**config.mk**
```make
export PLATFORM = sky130hd
export DESIGN_NAME = ldcw_wakeup
export DESIGN_NICKNAME = d
export VERILOG_FILES = /design/src/ldcw_wakeup.v
export VERILOG_INCLUDE_DIRS = /design/src
export SDC_FILE = /design/constraint.sdc
export NUM_CORES = 1
export LEC_CHECK = 0
export ABC_AREA = 1
export BUFFER_PORTS_ARGS = -buffer_cell sky130_fd_sc_hd__buf_2
export CAP_MARGIN = 20
export CORE_MARGIN = 3
export CORE_UTILIZATION = 40
export DETAILED_ROUTE_END_ITERATION = 16
export GPL_TIMING_DRIVEN = 0
export PLACE_DENSITY_LB_ADDON = 0.15
export SLEW_MARGIN = 20
export SYNTH_ARGS = -nofsm -noshare
export SYNTH_HDL_FRONTEND = slang
export SYNTH_SLANG_ARGS = --single-unit
```
**constraint.sdc**
```tcl
create_clock -name core_clk -period 3.2 [get_ports core_clk]
set_input_delay 0.48 -clock core_clk [delete_from_list [all_inputs] [get_ports core_clk]]
set_output_delay 0.48 -clock core_clk [all_outputs]
set_load 0.01 [all_outputs]
```
**src/ldcw_map.vh**
```
`ifndef LDCW_MAP_VH
`define LDCW_MAP_VH
`define LDCW_ADDR_W 4
`define LDCW_A_CTRL 4'h0
`define LDCW_A_WAKE_PRESC 4'h1
`define LDCW_A_WAKE_CNT 4'h2
`define LDCW_A_RLD_PRESC 4'h3
`define LDCW_A_RLD_CNT 4'h4
`define LDCW_A_RX_TMO 4'h5
`define LDCW_A_SNIFF 4'h6
`define LDCW_A_CMD 4'h7
`define LDCW_A_STATUS 4'h8
`define LDCW_A_TIMER 4'h9
`define LDCW_B_DC_EN 0
`define LDCW_B_TX_ROLE 1
`define LDCW_B_SYNC_RLD 2
`define LDCW_B_SNIFF_EN 3
`define LDCW_B_AUTO_ACK 4
`define LDCW_B_EXT_CLK 5
`define LDCW_F_SCALE_LO 6
`define LDCW_F_CHF_LO 8
`define LDCW_C_RX 8'h01
`define LDCW_C_TX 8'h02
`define LDCW_C_RELOAD 8'h03
`define LDCW_C_SLEEP 8'h04
`define LDCW_C_READY 8'h05
`define LDCW_SNIFF_BASE 24
`endif

```
**src/ldcw_wakeup.v**
```verilog
`timescale 1ns/1ps
`include "ldcw_map.vh"
module ldcw_wakeup #(
	parameter CW = 8
) (
	input wire core_clk,
	input wire rst_n,
	input wire [`LDCW_ADDR_W-1:0] reg_addr,
	input wire [15:0] reg_wdata,
	input wire reg_wr,
	input wire reg_rd,
	output reg [15:0] reg_rdata,
	input wire rc_oscillator,
	input wire ext_wake_clk,
	input wire interrupt_line_n,
	input wire rc_calibration_done,
	input wire tx_fifo_nonempty,
	input wire sync_detect,
	input wire pkt_received,
	input wire carrier_valid,
	input wire tx_done,
	input wire ack_done,
	output reg radio_rx_r,
	output reg radio_tx_r,
	output reg radio_sleep_r,
	output reg wake_event_r,
	output reg rx_timeout_r
);
	localparam S_READY = 3'd0;
	localparam S_SLEEP = 3'd1;
	localparam S_RX = 3'd2;
	localparam S_TX = 3'd3;
	localparam S_WAIT_SLEEP = 3'd4;
	localparam S_ACK_TX = 3'd5;
	localparam S_ACK_RX = 3'd6;

	reg [15:0] ctrl_r;
	reg [7:0] wake_presc_r;
	reg [7:0] wake_cnt_r;
	reg [7:0] rld_presc_r;
	reg [7:0] rld_cnt_r;
	reg [7:0] sniff_lim_r;
	reg [15:0] rx_tmo_r;
	reg [2:0] state_r;
	reg first_tx_r;
	reg stop_req_r;
	reg [2:0] rc_sync_r;
	reg [2:0] ext_sync_r;
	reg [1:0] irq_sync_r;
	reg [1:0] cal_sync_r;
	reg [1:0] fifo_sync_r;
	reg [1:0] cs_sync_r;
	reg [1:0] sw_sync_r;
	reg [1:0] pkt_sync_r;
	reg [1:0] txd_sync_r;
	reg [1:0] ackd_sync_r;
	reg [2:0] scale_div_r;
	reg [7:0] presc_cnt_r;
	reg [7:0] wake_left_r;
	reg [15:0] rx_left_r;
	reg rx_armed_r;
	reg sniff_on_r;
	reg [12:0] sniff_div_r;
	reg [7:0] sniff_left_r;
	reg load_wake;
	reg expire;

	wire dc_en = ctrl_r[`LDCW_B_DC_EN];
	wire tx_role = ctrl_r[`LDCW_B_TX_ROLE];
	wire [1:0] scale = ctrl_r[`LDCW_F_SCALE_LO+1:`LDCW_F_SCALE_LO];
	wire [2:0] chf_e = ctrl_r[`LDCW_F_CHF_LO+2:`LDCW_F_CHF_LO];
	wire cmd_wr = reg_wr && reg_addr == `LDCW_A_CMD;
	wire [7:0] cmd = reg_wdata[7:0];
	wire irq_idle = irq_sync_r[1];
	wire cal_ok = cal_sync_r[1];
	wire fifo_ne = fifo_sync_r[1];
	wire cs_ok = cs_sync_r[1];
	wire sync_hit = sw_sync_r[1];
	wire pkt_hit = pkt_sync_r[1];
	wire tx_fin = txd_sync_r[1];
	wire ack_fin = ackd_sync_r[1];
	// Wake source edge, taken only after both sync stages
	wire src_lvl = ctrl_r[`LDCW_B_EXT_CLK] ? ext_sync_r[1] : rc_sync_r[1];
	wire src_prev = ctrl_r[`LDCW_B_EXT_CLK] ? ext_sync_r[2] : rc_sync_r[2];
	wire src_rise = src_lvl && !src_prev;
	wire [2:0] scale_mask = (3'd1 << scale) - 3'd1;
	wire wake_tick = src_rise && ((scale_div_r & scale_mask) == 3'd0);
	wire [12:0] sniff_period = (13'd`LDCW_SNIFF_BASE << chf_e) - 13'd1;
	wire rx_slot = state_r == S_RX || state_r == S_ACK_RX;

	always @(posedge core_clk) begin
		if (!rst_n) begin
			rc_sync_r <= 3'h0;
			ext_sync_r <= 3'h0;
			irq_sync_r <= 2'h3;
			cal_sync_r <= 2'h0;
			fifo_sync_r <= 2'h0;
			cs_sync_r <= 2'h0;
			sw_sync_r <= 2'h0;
			pkt_sync_r <= 2'h0;
			txd_sync_r <= 2'h0;
			ackd_sync_r <= 2'h0;
		end else begin
			rc_sync_r <= {rc_sync_r[1:0], rc_oscillator};
			ext_sync_r <= {ext_sync_r[1:0], ext_wake_clk};
			irq_sync_r <= {irq_sync_r[0], interrupt_line_n};
			cal_sync_r <= {cal_sync_r[0], rc_calibration_done};
			fifo_sync_r <= {fifo_sync_r[0], tx_fifo_nonempty};
			cs_sync_r <= {cs_sync_r[0], carrier_valid};
			sw_sync_r <= {sw_sync_r[0], sync_detect};
			pkt_sync_r <= {pkt_sync_r[0], pkt_received};
			txd_sync_r <= {txd_sync_r[0], tx_done};
			ackd_sync_r <= {ackd_sync_r[0], ack_done};
		end
	end

	always @(posedge core_clk) begin
		if (!rst_n) begin
			ctrl_r <= 16'h0000;
			wake_presc_r <= 8'hff;
			wake_cnt_r <= 8'hff;
			rld_presc_r <= 8'hff;
			rld_cnt_r <= 8'hff;
			rx_tmo_r <= 16'hffff;
			sniff_lim_r <= 8'h10;
		end else if (reg_wr) begin
			case (reg_addr)
			`LDCW_A_CTRL: ctrl_r <= reg_wdata;
			`LDCW_A_WAKE_PRESC: wake_presc_r <= reg_wdata[7:0];
			`LDCW_A_WAKE_CNT: wake_cnt_r <= reg_wdata[7:0];
			`LDCW_A_RLD_PRESC: rld_presc_r <= reg_wdata[7:0];
			`LDCW_A_RLD_CNT: rld_cnt_r <= reg_wdata[7:0];
			`LDCW_A_RX_TMO: rx_tmo_r <= reg_wdata;
			`LDCW_A_SNIFF: sniff_lim_r <= reg_wdata[7:0];
			default: ;
			endcase
		end
	end

	always @(posedge core_clk) begin
		if (!rst_n) begin
			reg_rdata <= 16'h0000;
		end else if (reg_rd) begin
			case (reg_addr)
			`LDCW_A_CTRL: reg_rdata <= ctrl_r;
			`LDCW_A_WAKE_PRESC: reg_rdata <= {8'h00, wake_presc_r};
			`LDCW_A_WAKE_CNT: reg_rdata <= {8'h00, wake_cnt_r};
			`LDCW_A_RLD_PRESC: reg_rdata <= {8'h00, rld_presc_r};
			`LDCW_A_RLD_CNT: reg_rdata <= {8'h00, rld_cnt_r};
			`LDCW_A_RX_TMO: reg_rdata <= rx_tmo_r;
			`LDCW_A_SNIFF: reg_rdata <= {8'h00, sniff_lim_r};
			`LDCW_A_STATUS: reg_rdata <= {11'h000, stop_req_r, first_tx_r, state_r};
			`LDCW_A_TIMER: reg_rdata <= {presc_cnt_r, wake_left_r};
			default: reg_rdata <= 16'h0000;
			endcase
		end else begin
			reg_rdata <= 16'h0000;
		end
	end

	// Whether to load the reload values into the wake timer this cycle
	always @* begin
		load_wake = 1'b0;
		if (cmd_wr && cmd == `LDCW_C_RELOAD) begin
			load_wake = 1'b1;
		end
		if (state_r == S_RX && !tx_role && ctrl_r[`LDCW_B_SYNC_RLD] && sync_hit) begin
			load_wake = 1'b1;
		end
		if (state_r == S_TX && first_tx_r) begin
			load_wake = 1'b1;
		end
	end

	always @* begin
		expire = wake_tick && presc_cnt_r == 8'h00 && wake_left_r == 8'h00;
	end

	// Wake timer: period (presc+1)*(cnt+1) wake ticks, keeps counting when disabled
	always @(posedge core_clk) begin
		if (!rst_n) begin
			scale_div_r <= 3'h0;
			presc_cnt_r <= 8'h00;
			wake_left_r <= 8'h00;
		end else begin
			if (src_rise) begin
				scale_div_r <= scale_div_r + 3'd1;
			end
			if (load_wake) begin
				presc_cnt_r <= rld_presc_r;
				wake_left_r <= rld_cnt_r;
			end else if (wake_tick) begin
				if (presc_cnt_r != 8'h00) begin
					presc_cnt_r <= presc_cnt_r - 8'd1;
				end else if (wake_left_r != 8'h00) begin
					presc_cnt_r <= wake_presc_r;
					wake_left_r <= wake_left_r - 8'd1;
				end else begin
					presc_cnt_r <= wake_presc_r;
					wake_left_r <= wake_cnt_r;
				end
			end
		end
	end

	// Slot sequencer
	always @(posedge core_clk) begin
		if (!rst_n) begin
			state_r <= S_READY;
			first_tx_r <= 1'b0;
			stop_req_r <= 1'b0;
			wake_event_r <= 1'b0;
			rx_timeout_r <= 1'b0;
			rx_left_r <= 16'h0000;
			rx_armed_r <= 1'b0;
			sniff_on_r <= 1'b0;
			sniff_div_r <= 13'h0000;
			sniff_left_r <= 8'h00;
		end else begin
			wake_event_r <= 1'b0;
			rx_timeout_r <= 1'b0;
			if (!dc_en && state_r != S_READY && state_r != S_SLEEP) begin
				stop_req_r <= 1'b1;
			end
			if (rx_slot && rx_armed_r && rx_left_r != 16'h0000) begin
				rx_left_r <= rx_left_r - 16'd1;
			end
			if (rx_slot && sniff_on_r) begin
				if (sniff_div_r == 13'h0000) begin
					sniff_div_r <= sniff_period;
					if (sniff_left_r != 8'h00) begin
						sniff_left_r <= sniff_left_r - 8'd1;
					end
				end else begin
					sniff_div_r <= sniff_div_r - 13'd1;
				end
			end
			case (state_r)
			S_READY: begin
				stop_req_r <= 1'b0;
				if (cmd_wr && dc_en && cmd == `LDCW_C_RX) begin
					state_r <= S_RX;
					rx_left_r <= rx_tmo_r;
					rx_armed_r <= !ctrl_r[`LDCW_B_SNIFF_EN];
					sniff_on_r <= ctrl_r[`LDCW_B_SNIFF_EN];
					sniff_div_r <= sniff_period;
					sniff_left_r <= sniff_lim_r;
				end else if (cmd_wr && dc_en && cmd == `LDCW_C_TX) begin
					state_r <= S_TX;
					first_tx_r <= 1'b1;
				end
			end
			S_SLEEP: begin
				if (cmd_wr && cmd == `LDCW_C_READY) begin
					state_r <= S_READY;
				end else if (tx_role && !dc_en && fifo_ne) begin
					// Stopped in sleep: queued data still leaves once
					// Empty queue keeps sleeping until data or ready command
					state_r <= S_TX;
				end else if (expire && dc_en) begin
					if (tx_role) begin
						if (fifo_ne) begin
							state_r <= S_TX;
							wake_event_r <= 1'b1;
						end
					end else begin
						state_r <= S_RX;
						wake_event_r <= 1'b1;
						rx_left_r <= rx_tmo_r;
						rx_armed_r <= !ctrl_r[`LDCW_B_SNIFF_EN];
						sniff_on_r <= ctrl_r[`LDCW_B_SNIFF_EN];
						sniff_div_r <= sniff_period;
						sniff_left_r <= sniff_lim_r;
					end
				end
			end
			S_RX, S_ACK_RX: begin
				if (sniff_on_r && sniff_left_r == 8'h00) begin
					sniff_on_r <= 1'b0;
					if (cs_ok) begin
						rx_armed_r <= 1'b1;
					end else begin
						state_r <= S_WAIT_SLEEP;
						rx_timeout_r <= 1'b1;
					end
				end else if (pkt_hit) begin
					rx_armed_r <= 1'b0;
					if (state_r == S_RX && ctrl_r[`LDCW_B_AUTO_ACK]) begin
						state_r <= S_ACK_TX;
					end else begin
						state_r <= S_WAIT_SLEEP;
					end
				end else if (rx_armed_r && rx_left_r == 16'h0000) begin
					rx_armed_r <= 1'b0;
					rx_timeout_r <= 1'b1;
					state_r <= S_WAIT_SLEEP;
				end
			end
			S_TX: begin
				first_tx_r <= 1'b0;
				if (tx_fin && !first_tx_r) begin
					if (ctrl_r[`LDCW_B_AUTO_ACK]) begin
						state_r <= S_ACK_RX;
						rx_left_r <= rx_tmo_r;
						rx_armed_r <= 1'b1;
						sniff_on_r <= 1'b0;
					end else begin
						state_r <= S_WAIT_SLEEP;
					end
				end
			end
			S_ACK_TX: begin
				if (ack_fin) begin
					state_r <= S_WAIT_SLEEP;
				end
			end
			S_WAIT_SLEEP: begin
				// Calibration gate avoids automatic sleep on an untrimmed oscillator
				if (stop_req_r || !dc_en) begin
					state_r <= S_READY;
				end else if (cmd_wr && cmd == `LDCW_C_SLEEP) begin
					state_r <= S_SLEEP;
				end else if (irq_idle && cal_ok) begin
					state_r <= S_SLEEP;
				end
			end
			default: state_r <= S_READY;
			endcase
		end
	end

	always @(posedge core_clk) begin
		if (!rst_n) begin
			radio_rx_r <= 1'b0;
			radio_tx_r <= 1'b0;
			radio_sleep_r <= 1'b0;
		end else begin
			radio_rx_r <= rx_slot;
			radio_tx_r <= state_r == S_TX || state_r == S_ACK_TX;
			radio_sleep_r <= state_r == S_SLEEP;
		end
	end
endmodule

```
# Yosys cells after proc, flatten, opt, wreduce, memory -nomap -nowiden
# Cells that the tools add are included.
[totals]
register_bits = 178
elab_cells = 245
output_inout_bits = 21
[classes]
addsub = 8
reduce_logical = 69
n_shift = 2
n_mux = 88
n_bitwise = 4
eq_ne = 40
[op_table]
columns = ["cell", "count"]
rows = [
  ["$pmux W16 S9", 1],
  ["$mux W16", 8],
  ["$mux W8", 15],
  ["$mux W13", 7],
  ["$mux W3", 16],
  ["$pmux W16 S3", 1],
  ["$mux W1", 33],
  ["$logic_and A1 B1 Y1", 28],
  ["$pmux W13 S2", 1],
  ["$sub A13 B1 Y13 const B", 2],
  ["$logic_not A8 Y1", 3],
  ["$ne A2 B2 Y1 const B", 12],
  ["$reduce_bool A8 Y1", 3],
  ["$sub A8 B1 Y8 const B", 3],
  ["$reduce_and A2 Y1", 10],
  ["$pmux W3 S6", 1],
  ["$eq A4 B3 Y1 const B", 4],
  ["$eq A8 B2 Y1 const B", 2],
  ["$eq A8 B3 Y1 const B", 2],
  ["$logic_not A16 Y1", 1],
  ["$pmux W8 S2", 1],
  ["$reduce_bool A16 Y1", 1],
  ["$sub A16 B1 Y16 const B", 1],
  ["$logic_not A13 Y1", 1],
  ["other kinds (33)", 54],
]

# Depth between registers and ports, before layout
# Gate-level depths: netlist (run 1).
[logic_depth]
depth_word = 12
mapped_depth = 15

# Least setup slack after synthesis (run 1)
# OpenSTA, ideal clock, no wires.
[synth_timing]
kind = "register -> register"
start = "register ctrl_r[9]"
end = "register sniff_div_r[9]"
synth_period_minus_slack_ns = 1.885
setup_slack_ns = 1.315
n_path_buf = 0
setup_ns = 0.141
arrival_ns = 1.744
stages_incl_launch_ff = 16
path_cell_list = "dfxtp_1 inv_1 ha_1 inv_1 nor2_1 inv_1 ha_1 nand3_1 inv_1 nand2_1 xnor2_1 nand2_1 nand3_1 nand2_1 nand2_1 a21oi_1"
[synth_via]
elab_chain_len = 9
word_cells_on_any_way = 10
cone_classes = "add/sub (1); shift (1); mux (8)"
[synth_rtl]
columns = ["item", "line", "rtl"]
rows = [
  ["start, declared", "ldcw_wakeup.v:37", "reg [15:0] ctrl_r;"],
  ["start signal, assigned", "ldcw_wakeup.v:128", "`LDCW_A_CTRL: ctrl_r <= reg_wdata;"],
  ["$shl A5 B3 Y13 (*)", "ldcw_wakeup.v:88", "wire [12:0] sniff_period = (13'd`LDCW_SNIFF_BASE << chf_e) - 13'd1;"],
  ["$sub A13 B1 Y13 (*)", "ldcw_wakeup.v:88", ""],
  ["$mux W13", "ldcw_wakeup.v:229", "if (sniff_div_r == 13'h0000) begin"],
  ["$mux W13", "ldcw_wakeup.v:228", "if (rx_slot && sniff_on_r) begin"],
  ["$mux W13", "ldcw_wakeup.v:261", "if (tx_role) begin"],
  ["$mux W13", "ldcw_wakeup.v:260", "end else if (expire && dc_en) begin"],
  ["$mux W13", "ldcw_wakeup.v:256", "end else if (tx_role && !dc_en && fifo_ne) begin"],
  ["$mux W13", "ldcw_wakeup.v:254", "if (cmd_wr && cmd == `LDCW_C_READY) begin"],
  ["$pmux W13 S2 (*)", "ldcw_wakeup.v:238", "case (state_r)"],
  ["end signal, assigned", "ldcw_wakeup.v:235", "sniff_div_r <= sniff_div_r - 13'd1;"],
  ["end signal, assigned", "ldcw_wakeup.v:246", "sniff_div_r <= sniff_period;"],
  ["end signal, assigned", "ldcw_wakeup.v:272", "sniff_div_r <= sniff_period;"],
  ["end, declared", "ldcw_wakeup.v:63", "reg [12:0] sniff_div_r;"],
]
# Mark *: on every way between the ends. The rest lies on a longest branch, timed or not.
# A chain may end at the register's enable or synchronous reset.

# Final worst setup path (run 1)
[layout_timing]
start = "register presc_cnt_r[0]"
end = "register state_r[0]"
[layout_via]
elab_chain_len = 6
[layout_rtl]
columns = ["item", "line", "rtl"]
rows = [
  ["start, declared", "ldcw_wakeup.v:58", "reg [7:0] presc_cnt_r;"],
  ["start signal, assigned", "ldcw_wakeup.v:190", "presc_cnt_r <= rld_presc_r;"],
  ["start signal, assigned", "ldcw_wakeup.v:194", "presc_cnt_r <= presc_cnt_r - 8'd1;"],
  ["start signal, assigned", "ldcw_wakeup.v:196", "presc_cnt_r <= wake_presc_r;"],
  ["$logic_not A8 Y1", "ldcw_wakeup.v:176", "expire = wake_tick && presc_cnt_r == 8'h00 && wake_left_r == 8'h00;"],
  ["$logic_and A1 B1 Y1 (2 in a row)", "ldcw_wakeup.v:176", ""],
  ["$logic_and A1 B1 Y1", "ldcw_wakeup.v:260", ""],
  ["$ne A4 B4 Y1 (no source line)", "-", ""],
  ["$reduce_and A8 Y1 (no source line)", "-", ""],
  ["end signal, assigned", "ldcw_wakeup.v:259", "state_r <= S_TX;"],
  ["end signal, assigned", "ldcw_wakeup.v:263", "state_r <= S_TX;"],
  ["end signal, assigned", "ldcw_wakeup.v:267", "state_r <= S_RX;"],
  ["end, declared", "ldcw_wakeup.v:44", "reg [2:0] state_r;"],
]
# Every way passes these cells.

==> results.py, run 1 <==
metrics = {
    "hold_path": {
        "worstHoldEndpoint": "pkt_sync_r[0]",
        "worst_hold_startpoint": "pkt_received",
        "min_path_type": "in -> reg",
        "hold_path_depth": 3,
    },
    "clock_network": {
        "cts_htree_levels": 4,
        "clk_path_buf_depth": 2,
        "cts_tree": "built",
        "clk-insertion-delay-late_ns": 0.45,
        "post_cts_buffers": 0,
        "hold_buffers": 0,
        "cts.sinks": 178,
        "clk_pin_slew_ns": 0.08,
        "cts_root_buffer": "clkbuf_16",
        "cts_repair_resize_count": 0,
        "cts_buffers": 17,
    },
    "cells_and_area": {
        "post-route-util_pct": 45.9,
        "final_nets": 1435,
        "drive_gt1_share_pct": 14.3,
        "antenna_cells": 0,
        "postLayoutCellArea_um2": 10400,
        "n_fill_cell": 2400,
        "syn_to_final_growth_pct": 12.7,
    },
    "logic_synthesis": {
        "ys_top_cells_by_area": "dfxtp_1 (39%), nand2_1 (12%), inv_1 (7.1%), o21ai_0 (4.9%), a21oi_1 (4.8%)",
        "synth_top_area_share_pct": 38.5,
        "synth_edf_count": 0,
        "synth_nets": 1366,
        "yosys.area.top_type": "dfxtp_1",
        "synth.most_common_cell": "nand2_1",
        "synthTopCellsByCount": "nand2_1 (290), dfxtp_1 (178), inv_1 (176)",
        "yosysWarnings": 0,
        "syn-instance-count": 1319,
        "synthFlopType": "dfxtp_1",
        "avgSynthCellArea_um2": 7.01,
        "async_flop_share_pct": 0,
        "synth_cell_type_count": 50,
        "ys_seq_elements": 178,
        "yosysSeqAreaShare_pct": 38.5,
        "syn_area_um2": 9250,
    },
    "worst_setup_path": {
        "path_max_fanout": 9,
        "reg2reg_depth": 13,
        "cp-start-kind": "flop",
        "setup.worst_path.end_class": "flop",
        "reg2reg_slack_ns": 0.86,
        "rr_endpoint": "state_r[0]",
        "arrival_ns": 2.69,
        "startpoint": "presc_cnt_r[0]",
        "r2r_start": "presc_cnt_r[0]",
        "crit_type": "reg -> reg",
        "required_ns": 3.55,
    },
    "pwr": {
        "p_leak_nw": 4.98,
        "ir_drop_mv": 0.308,
        "power_density_nw_per_um2": 669,
    },
    "placement": {
        "numPortBuffers": 50,
        "placed_area_um2": 9850,
        "dp_hpwl_um": 22800,
        "post-place-ws_ns": 0.765,
        "gp_congestion": 1.02,
    },
    "sta": {
        "clock_skew_ns": 0.0176,
        "whs_ns": 0.209,
        "fmax_ghz": 0.428,
        "period_needed_ns": 2.34,
        "fin_ws_ns": 0.862,
        "finalCritPeriodShare_pct": 73.1,
        "fin_setup_tns_ns": 0,
        "setup_viol": 0,
        "max_slew_margin_pct": 43.1,
        "worstMarginPinSlew_ns": 0.853,
        "hold_viol": 0,
        "rsz0062_at_grt": "false",
        "slew_viol_final": 0,
    },
    "floorplan": {
        "row_count": 55,
        "fp.dieH_um": 158,
        "die_w_um": 158,
        "die_area_um2": 25000,
        "coreArea_um2": 22700,
        "io-pin-count": 55,
        "start_util_pct": 40.7,
    },
    "drt": {
        "via_per_inst": 5.29,
        "wl_um": 30500,
        "ant_nets": 0,
        "drt_iter0_markers": 918,
        "via_count": 8916,
        "detail_route.wl_per_cell_um": 18.1,
        "drc": 0,
        "first_pass_iters": 6,
    },
    "global_route": {
        "grt_max_degree": 19,
        "grt_remaining_overflow": 0,
        "grt_util_all_layers_pct": 24.7,
        "first_global_vias": 8264,
        "grt_pass1_wl_um": 46900,
        "antenna_found_initial": 0,
    },
    "job": {
        "maxCapViolCount": 0,
    },
    "outcome": {
        "status": "finished, final reports clean",
    },
}
metrics by stage:
stage / instances / total power, mW
4_1_cts: 1686 / 6.96
3_3_place_gp: 1654 / 4.87
6_report: 1686 / 6.96
5_1_grt: 1686 / 7.37
2_1_floorplan: 1319 / 4.32
3_5_place_dp: 1654 / 4.89
worst max-delay path, cell delays in order, from the launching register on:
cell,delay (ns)
dfxtp_1,0.35
inv_1,0.11
ha_1,0.22
nand3_2,0.16
nor2_4,0.27
inv_2,0.15
nor2_4,0.27
nand3_2,0.17
nand3_1,0.11
nand2_1,0.09
nor2_4,0.15
nand2_1,0.07
nand2_1,0.06
nor2_1,0.05
report_power, final:
group	internal (mW)	leakage, nW	total (mW)	switching (mW)
registers	2.41	1.45	2.57	0.162
clock network	1.04	0.275	2.08	1.04
logic	0.780	3.26	2.32	1.54
kinds of logic (layout without fill, tap and decap cells):
group | after synthesis | count (layout) | synth area share [%]
and+or+nand+nor | 584 | 584 | 28.6
AOI/OAI and AO/OA | 278 | 278 | 17.9
adders and majority gates | 13 | 13 | 1.76
xor gates and xnor gates | 29 | 29 | 2.75
buffers and inverters | 237 | 319 | 10.4
DFF | 178 | 178 | 38.5
per-layer routing:
metal / vias to the layer above / share of wire (%) / wire length [um] / global-route usage (%)
met4: 0 / 1.7 / 527 / 6.84
met2: 325 / 46 / 14100 / 40.4
met5: - / 0 / 0 / 0
met3: 42 / 6.4 / 1940 / 3.88
met1: 4117 / 46 / 13900 / 33.9
li1: 4432 / - / - / -
registers in the layout, summed over array words and instances (netlist names), 8 cells and up:
name and cells:
ctrl_r 16, reg_rdata 16, rx_left_r 16, rx_tmo_r 16, sniff_div_r 13, presc_cnt_r 8
rld_cnt_r 8, rld_presc_r 8, sniff_left_r 8, sniff_lim_r 8, wake_cnt_r 8, wake_left_r 8
wake_presc_r 8
final cells by class:
cell class	instances	area (um2)	share of cell area, %
Inverter	193	733	7.04
Multi-Input combinational cell	904	4720	45.3
Buffer	44	231	2.22
Clock buffer	17	425	4.08
Sequential cell	178	3560	34.2
Clock inverter	15	138	1.32
Tap cell	285	357	3.42
Timing Repair Buffer	50	250	2.40
cell usage in the layout, fill, tap and decap left out, drive strengths merged:
cell type	netlist	layout
o221ai	8	8
o31ai	1	1
nand3	77	77
buf	17	67
o2111a	1	1
clkinvlp	0	2
clkbuf	27	44
o22ai	15	15
o21a	1	1
and2	2	2
nor3	23	23
a21oi	106	106
a211oi	2	2
o211ai	35	35
nor2	144	144
nand3b	1	1
nand2	304	304
xor2	24	24
a2bb2oi	1	1
clkinv	1	3
dfxtp	178	178
xnor2	5	5
inv	192	203
a221oi	2	2
a31o	1	1
o211a	1	1
a31oi	8	8
and3	1	1
nor4	5	5
ha	13	13
or2	8	8
o21ai	96	96
nand4	19	19
how the worst max path moves through the flow:
stage | cells after the start | slack (ns) | end
floorplan | 15 | 1.31 | sniff_div_r[9]
global placement | 8 | 0.74 | reg_rdata[6]
detailed placement | 8 | 0.76 | reg_rdata[3]
CTS | 12 | 0.92 | sniff_div_r[11]
global route | 12 | 0.66 | sniff_div_r[11]
finish | 13 | 0.86 | state_r[0]
Power figures use the tool's default switching activity.
==> run 2: changes to the inputs <==
ABC_AREA = 0   (was 1)
clock period = 1.9 ns   (was 3.2 ns; I/O delays follow)
==> results.py, run 2 <==
metrics = {
    "drt": {
        "via_per_inst": 5.90,
        "first_pass_iters": 6,
        "drc": 0,
        "wl_um": 31300,
        "drt_iter0_markers": 834,
        "via_count": 8599,
        "detail_route.wl_per_cell_um": 21.5,
        "ant_nets": 0,
    },
    "logic_synthesis": {
        "syn_area_um2": 8850,
        "synth_top_area_share_pct": 40.3,
        "synthFlopType": "dfxtp_1",
        "async_flop_share_pct": 0,
        "synth_nets": 1127,
        "synth_edf_count": 0,
        "yosysSeqAreaShare_pct": 40.3,
        "yosysWarnings": 0,
        "synth.most_common_cell": "dfxtp_1",
        "ys_seq_elements": 178,
        "ys_top_cells_by_area": "dfxtp_1 (40%), nand2_1 (7.1%), mux2i_1 (4.8%), nor2_1 (4.2%), a21oi_1 (3.8%)",
        "synthTopCellsByCount": "dfxtp_1 (178), nand2_1 (168), nor2_1 (100)",
        "avgSynthCellArea_um2": 8.19,
        "syn-instance-count": 1080,
        "yosys.area.top_type": "dfxtp_1",
        "synth_cell_type_count": 70,
    },
    "sta": {
        "clock_skew_ns": 0.0155,
        "finalCritPeriodShare_pct": 156,
        "slew_viol_final": 0,
        "whs_ns": 0.0253,
        "period_needed_ns": 2.96,
        "setup_viol": 57,
        "fmax_ghz": 0.338,
        "fin_ws_ns": -1.06,
        "worstMarginPinSlew_ns": 1.03,
        "rsz0062_at_grt": "true",
        "max_slew_margin_pct": 31.3,
        "hold_viol": 0,
    },
    "worst_setup_path": {
        "r2r_start": "presc_cnt_r[0]",
        "worst_path_most_repeated_cell": "or4b_4",
        "cpMaxStageDelayCell": "or4b_4",
        "crit_type": "reg -> reg",
        "cp-start-kind": "flop",
        "arrival_ns": 3.24,
        "path_buf_inv": 2,
        "setup.worst_path.end_class": "flop",
        "path_max_fanout": 7,
        "critical_path.top_delay_family": "simple AND/OR/NAND/NOR gates",
        "max_stage_delay_ns": 0.52,
        "cp_cell_sequence": "inv_4, ha_4, or4b_4, or4_4, or4b_4, a211o_4, buf_8, nor2_1, a211oi_2",
        "startpoint": "presc_cnt_r[0]",
        "required_ns": 2.18,
    },
    "clock_network": {
        "clk_pin_slew_ns": 0.07,
        "hold_buffers": 0,
        "clk_path_buf_depth": 2,
        "clk-insertion-delay-late_ns": 0.44,
        "cts_tree": "built",
        "cts_buffers": 17,
        "cts_htree_levels": 4,
        "cts_root_buffer": "clkbuf_16",
        "cts.sinks": 178,
    },
    "global_route": {
        "antenna_found_initial": 0,
        "grt_util_all_layers_pct": 25.9,
        "grt_remaining_overflow": 0,
        "first_global_vias": 8157,
        "grt_max_degree": 17,
        "grt_pass1_wl_um": 48000,
    },
    "job": {
        "maxCapViolCount": 0,
    },
    "floorplan": {
        "die_w_um": 155,
        "row_count": 53,
        "io-pin-count": 55,
        "fp.dieH_um": 155,
        "die_area_um2": 23900,
        "start_util_pct": 41.4,
        "coreArea_um2": 21400,
    },
    "pwr": {
        "power_mw": 11.5,
        "p_leak_nw": 4.37,
        "power_density_nw_per_um2": 1050,
        "ir_drop_mv": 0.496,
    },
    "cells_and_area": {
        "final_common_cell": "dfxtp_1",
        "syn_to_final_growth_pct": 24.4,
        "antenna_cells": 0,
        "n_fill_cell": 2040,
        "final_cell_mix": "dfxtp_1 (175), nand2_1 (165), nor2_1 (79)",
        "final_nets": 1218,
        "drive_gt1_share_pct": 21.4,
    },
    "placement": {
        "gp_congestion": 0.981,
        "dp_hpwl_um": 22300,
        "numPortBuffers": 47,
    },
    "outcome": {
        "status": "finished with violations",
        "violations": "setup timing",
    },
    "hold_path": {
        "worst_hold_startpoint": "interrupt_line_n",
        "min_path_type": "in -> reg",
    },
}
[run 2: cell count changes in the layout (fill, tap and decap cells not counted), moves of 26 or more]
cell,previous run,this run
inv_1,176,16
o21ai_0,91,22
nor2_1,118,79
nand2_1,290,165
mux2i_1,0,42
a21oi_1,89,61
and2_1,1,27
[run 2: area by class of cell]
cell class	count	area (um2)	share of cell area (%)
sequential	178	3570	32.5
clock inverter	10	126	1.15
timing repair buffer	78	553	5.03
tap	275	344	3.13
buffer	71	369	3.35
inverter	19	76.3	0.694
clock buffer	20	467	4.24
multi-input combinational	806	5500	49.9
[run 2: per-layer routing]
| layer | routed length (um) | GRT usage, % | part of all wire (%) | vias to the layer above |
|---|---|---|---|---|
| met2 | 14400 | 41.3 | 46 | 363 |
| met1 | 13500 | 35.1 | 43 | 4099 |
| met4 | 1120 | 9.71 | 3.6 | 0 |
| met5 | 0 | 0 | 0 | - |
| li1 | - | - | - | 4072 |
| met3 | 2330 | 4.90 | 7.4 | 65 |
[run 2: path summary, 6_finish.rpt]
| check | to | slack, ns | depth (start not counted) |
|---|---|---|---|
| max reg2reg | rx_left_r[9] | -1.06 | 9 |
| max | rx_left_r[9] | -1.06 | 9 |
| min reg2reg | irq_sync_r[1] | 0.41 | 1 |
| min | irq_sync_r[0] | 0.03 | 2 |
[run 2: through the flow]
stage	utilization, %	TNS (ns)	worst slack [ns]	cell area [um2]	cells
2_1_floorplan	-	-37.42	-0.965	8920	1080
3_3_place_gp	44.5	-125.75	-1.85	9500	1402
3_5_place_dp	44.5	-123.62	-1.79	9500	1402
4_1_cts	50.2	-43.96	-1.16	10700	1451
5_1_grt	51.5	-46.76	-1.11	11000	1457
6_report	51.5	-42.99	-1.06	11000	1457
[run 2: cells by family (layout without fill, tap and decap cells)]
family                     count (synthesis)  in the layout  share of synthesized area (%)
xor gates and xnor gates                  25             25                           2.47
and+or+nand+nor                          501            501                           27.9
adders and majority gates                 13             13                           1.84
muxes                                     45             45                           5.39
AOI/OAI and AO/OA                        222            222                           17.8
buffers and inverters                     96            198                           4.38
DFF                                      178            178                           40.3
[run 2: timing repair]
action	in CTS	in global routing
gates cloned	5	0
setup buffers	19	7
pin swaps	20	18
resized for setup	100	72
setup endpoints to repair	120	133
endpoints found under the hold margin	0	0
[run 2: power breakdown]
part	switching, mW	internal [mW]
sequential	0.327	4.01
clock	1.57	2.05
combinational	2.05	1.50
==> run 3: changes to the inputs <==
CELL_PAD_IN_SITES_DETAIL_PLACEMENT = 0   (was unset)
CELL_PAD_IN_SITES_GLOBAL_PLACEMENT = 1   (was unset)
CTS_CLUSTER_SIZE = 30   (was unset)
SETUP_SLACK_MARGIN = 0.05   (was unset)
==> results.py, run 3 (synthesis results as in run 2) <==
metrics = {
    "drt": {
        "wl_um": 32800,
        "via_per_inst": 5.92,
        "detail_route.wl_per_cell_um": 22.5,
        "via_count": 8629,
        "ant_nets": 0,
        "drc": 0,
        "drt_iter0_markers": 740,
        "first_pass_iters": 5,
    },
    "sta": {
        "whs_ns": 0.0379,
        "setup_viol": 57,
        "rsz0062_at_grt": "true",
        "hold_viol": 0,
        "fin_setup_tns_ns": -41.69,
        "period_needed_ns": 3.01,
        "slew_viol_final": 0,
        "fin_ws_ns": -1.11,
        "finalCritPeriodShare_pct": 158,
        "fmax_ghz": 0.332,
        "max_slew_margin_pct": 33.5,
        "clock_skew_ns": 0.0157,
        "worstMarginPinSlew_ns": 0.998,
    },
    "clock_network": {
        "cts_htree_levels": 4,
        "cts.sinks": 178,
        "cts_root_buffer": "clkbuf_16",
        "cts_tree": "built",
        "clk_path_buf_depth": 2,
        "clk_pin_slew_ns": 0.08,
        "clk-insertion-delay-late_ns": 0.44,
        "cts_buffers": 17,
    },
    "pwr": {
        "power_mw": 11.4,
        "power_density_nw_per_um2": 1040,
        "ir_drop_mv": 0.573,
        "p_leak_nw": 4.39,
    },
    "cells_and_area": {
        "post-route-util_pct": 51.6,
        "final_cell_mix": "dfxtp_1 (170), nand2_1 (164), nor2_1 (79)",
        "antenna_cells": 0,
        "syn_to_final_growth_pct": 24.4,
        "drive_gt1_share_pct": 22.3,
        "final_common_cell": "dfxtp_1",
        "final_nets": 1217,
    },
    "global_route": {
        "grt_remaining_overflow": 0,
        "grt_pass1_wl_um": 49500,
        "first_global_vias": 8126,
        "grt_max_degree": 19,
        "grt_util_all_layers_pct": 26.9,
        "antenna_found_initial": 0,
    },
    "worst_setup_path": {
        "required_ns": 2.18,
        "path_max_fanout": 8,
        "cp-start-kind": "flop",
        "arrival_ns": 3.29,
        "setup.worst_path.end_class": "flop",
        "reg2reg_slack_ns": -1.11,
        "crit_type": "reg -> reg",
    },
    "floorplan": {
        "start_util_pct": 41.4,
        "die_area_um2": 23900,
        "fp.dieH_um": 155,
        "coreArea_um2": 21400,
        "die_w_um": 155,
        "io-pin-count": 55,
        "row_count": 53,
    },
    "placement": {
        "post-place-ws_ns": -1.66,
        "numPortBuffers": 47,
        "gp_congestion": 0.954,
        "dp_hpwl_um": 23000,
    },
    "outcome": {
        "status": "finished with violations",
        "violations": "setup timing",
    },
    "hold_path": {
        "min_path_type": "in -> reg",
    },
    "job": {
        "maxCapViolCount": 0,
    },
}
[run 3: metal layers]
layer	global-route usage (%)	wire, um
met1	37.4	14400
met4	10.3	1140
met2	42.0	15000
met3	4.50	2240
met5	0	0
[run 3: critical path, stage by stage, from the launching register on]
cell and delay, ns:
dfxtp_1 0.43, or4b_4 0.58, or4_4 0.48, or4b_4 0.56, a211o_4 0.44, buf_16 0.19
nor2_4 0.11, a211oi_2 0.05
[run 3: area by class of cell]
class / instances / area, um2
plain buffers: 71 / 383
clock buffers: 17 / 425
clock inverters: 15 / 164
fillers: 2097 / 10300
inverters: 19 / 73.8
multi-input cells: 807 / 5500
flip-flops and latches: 178 / 3580
well taps: 275 / 344
repair buffers: 76 / 541
[run 3: metrics by stage]
stage	instances	cell area (um2)
4_1_cts	1449	10700
3_3_place_gp	1402	9510
5_1_grt	1458	11000
3_5_place_dp	1402	9510
2_1_floorplan	1080	8930
6_report	1458	11000
[run 3: timing repair]
item                                    in CTS  in global routing
pin swaps                                   13                 28
gates resized for setup                    102                 82
gates cloned                                 4                  2
hold buffers                                 0                  0
endpoints found under the setup margin     127                 81
buffers inserted                            15                  9
[run 3: worst paths after layout]
path | from | end | cells past startpoint
max | presc_cnt_r[2] | rx_left_r[14] | 7
min | interrupt_line_n | irq_sync_r[0] | 2
max reg2reg | presc_cnt_r[2] | rx_left_r[14] | 7
min reg2reg | irq_sync_r[0] | irq_sync_r[1] | 1
[run 3: power breakdown]
part / internal, mW / switching (mW)
logic: 1.44 / 2.01
clock network: 1.88 / 1.75
registers: 4.02 / 0.347
total: 7.33 / 4.10
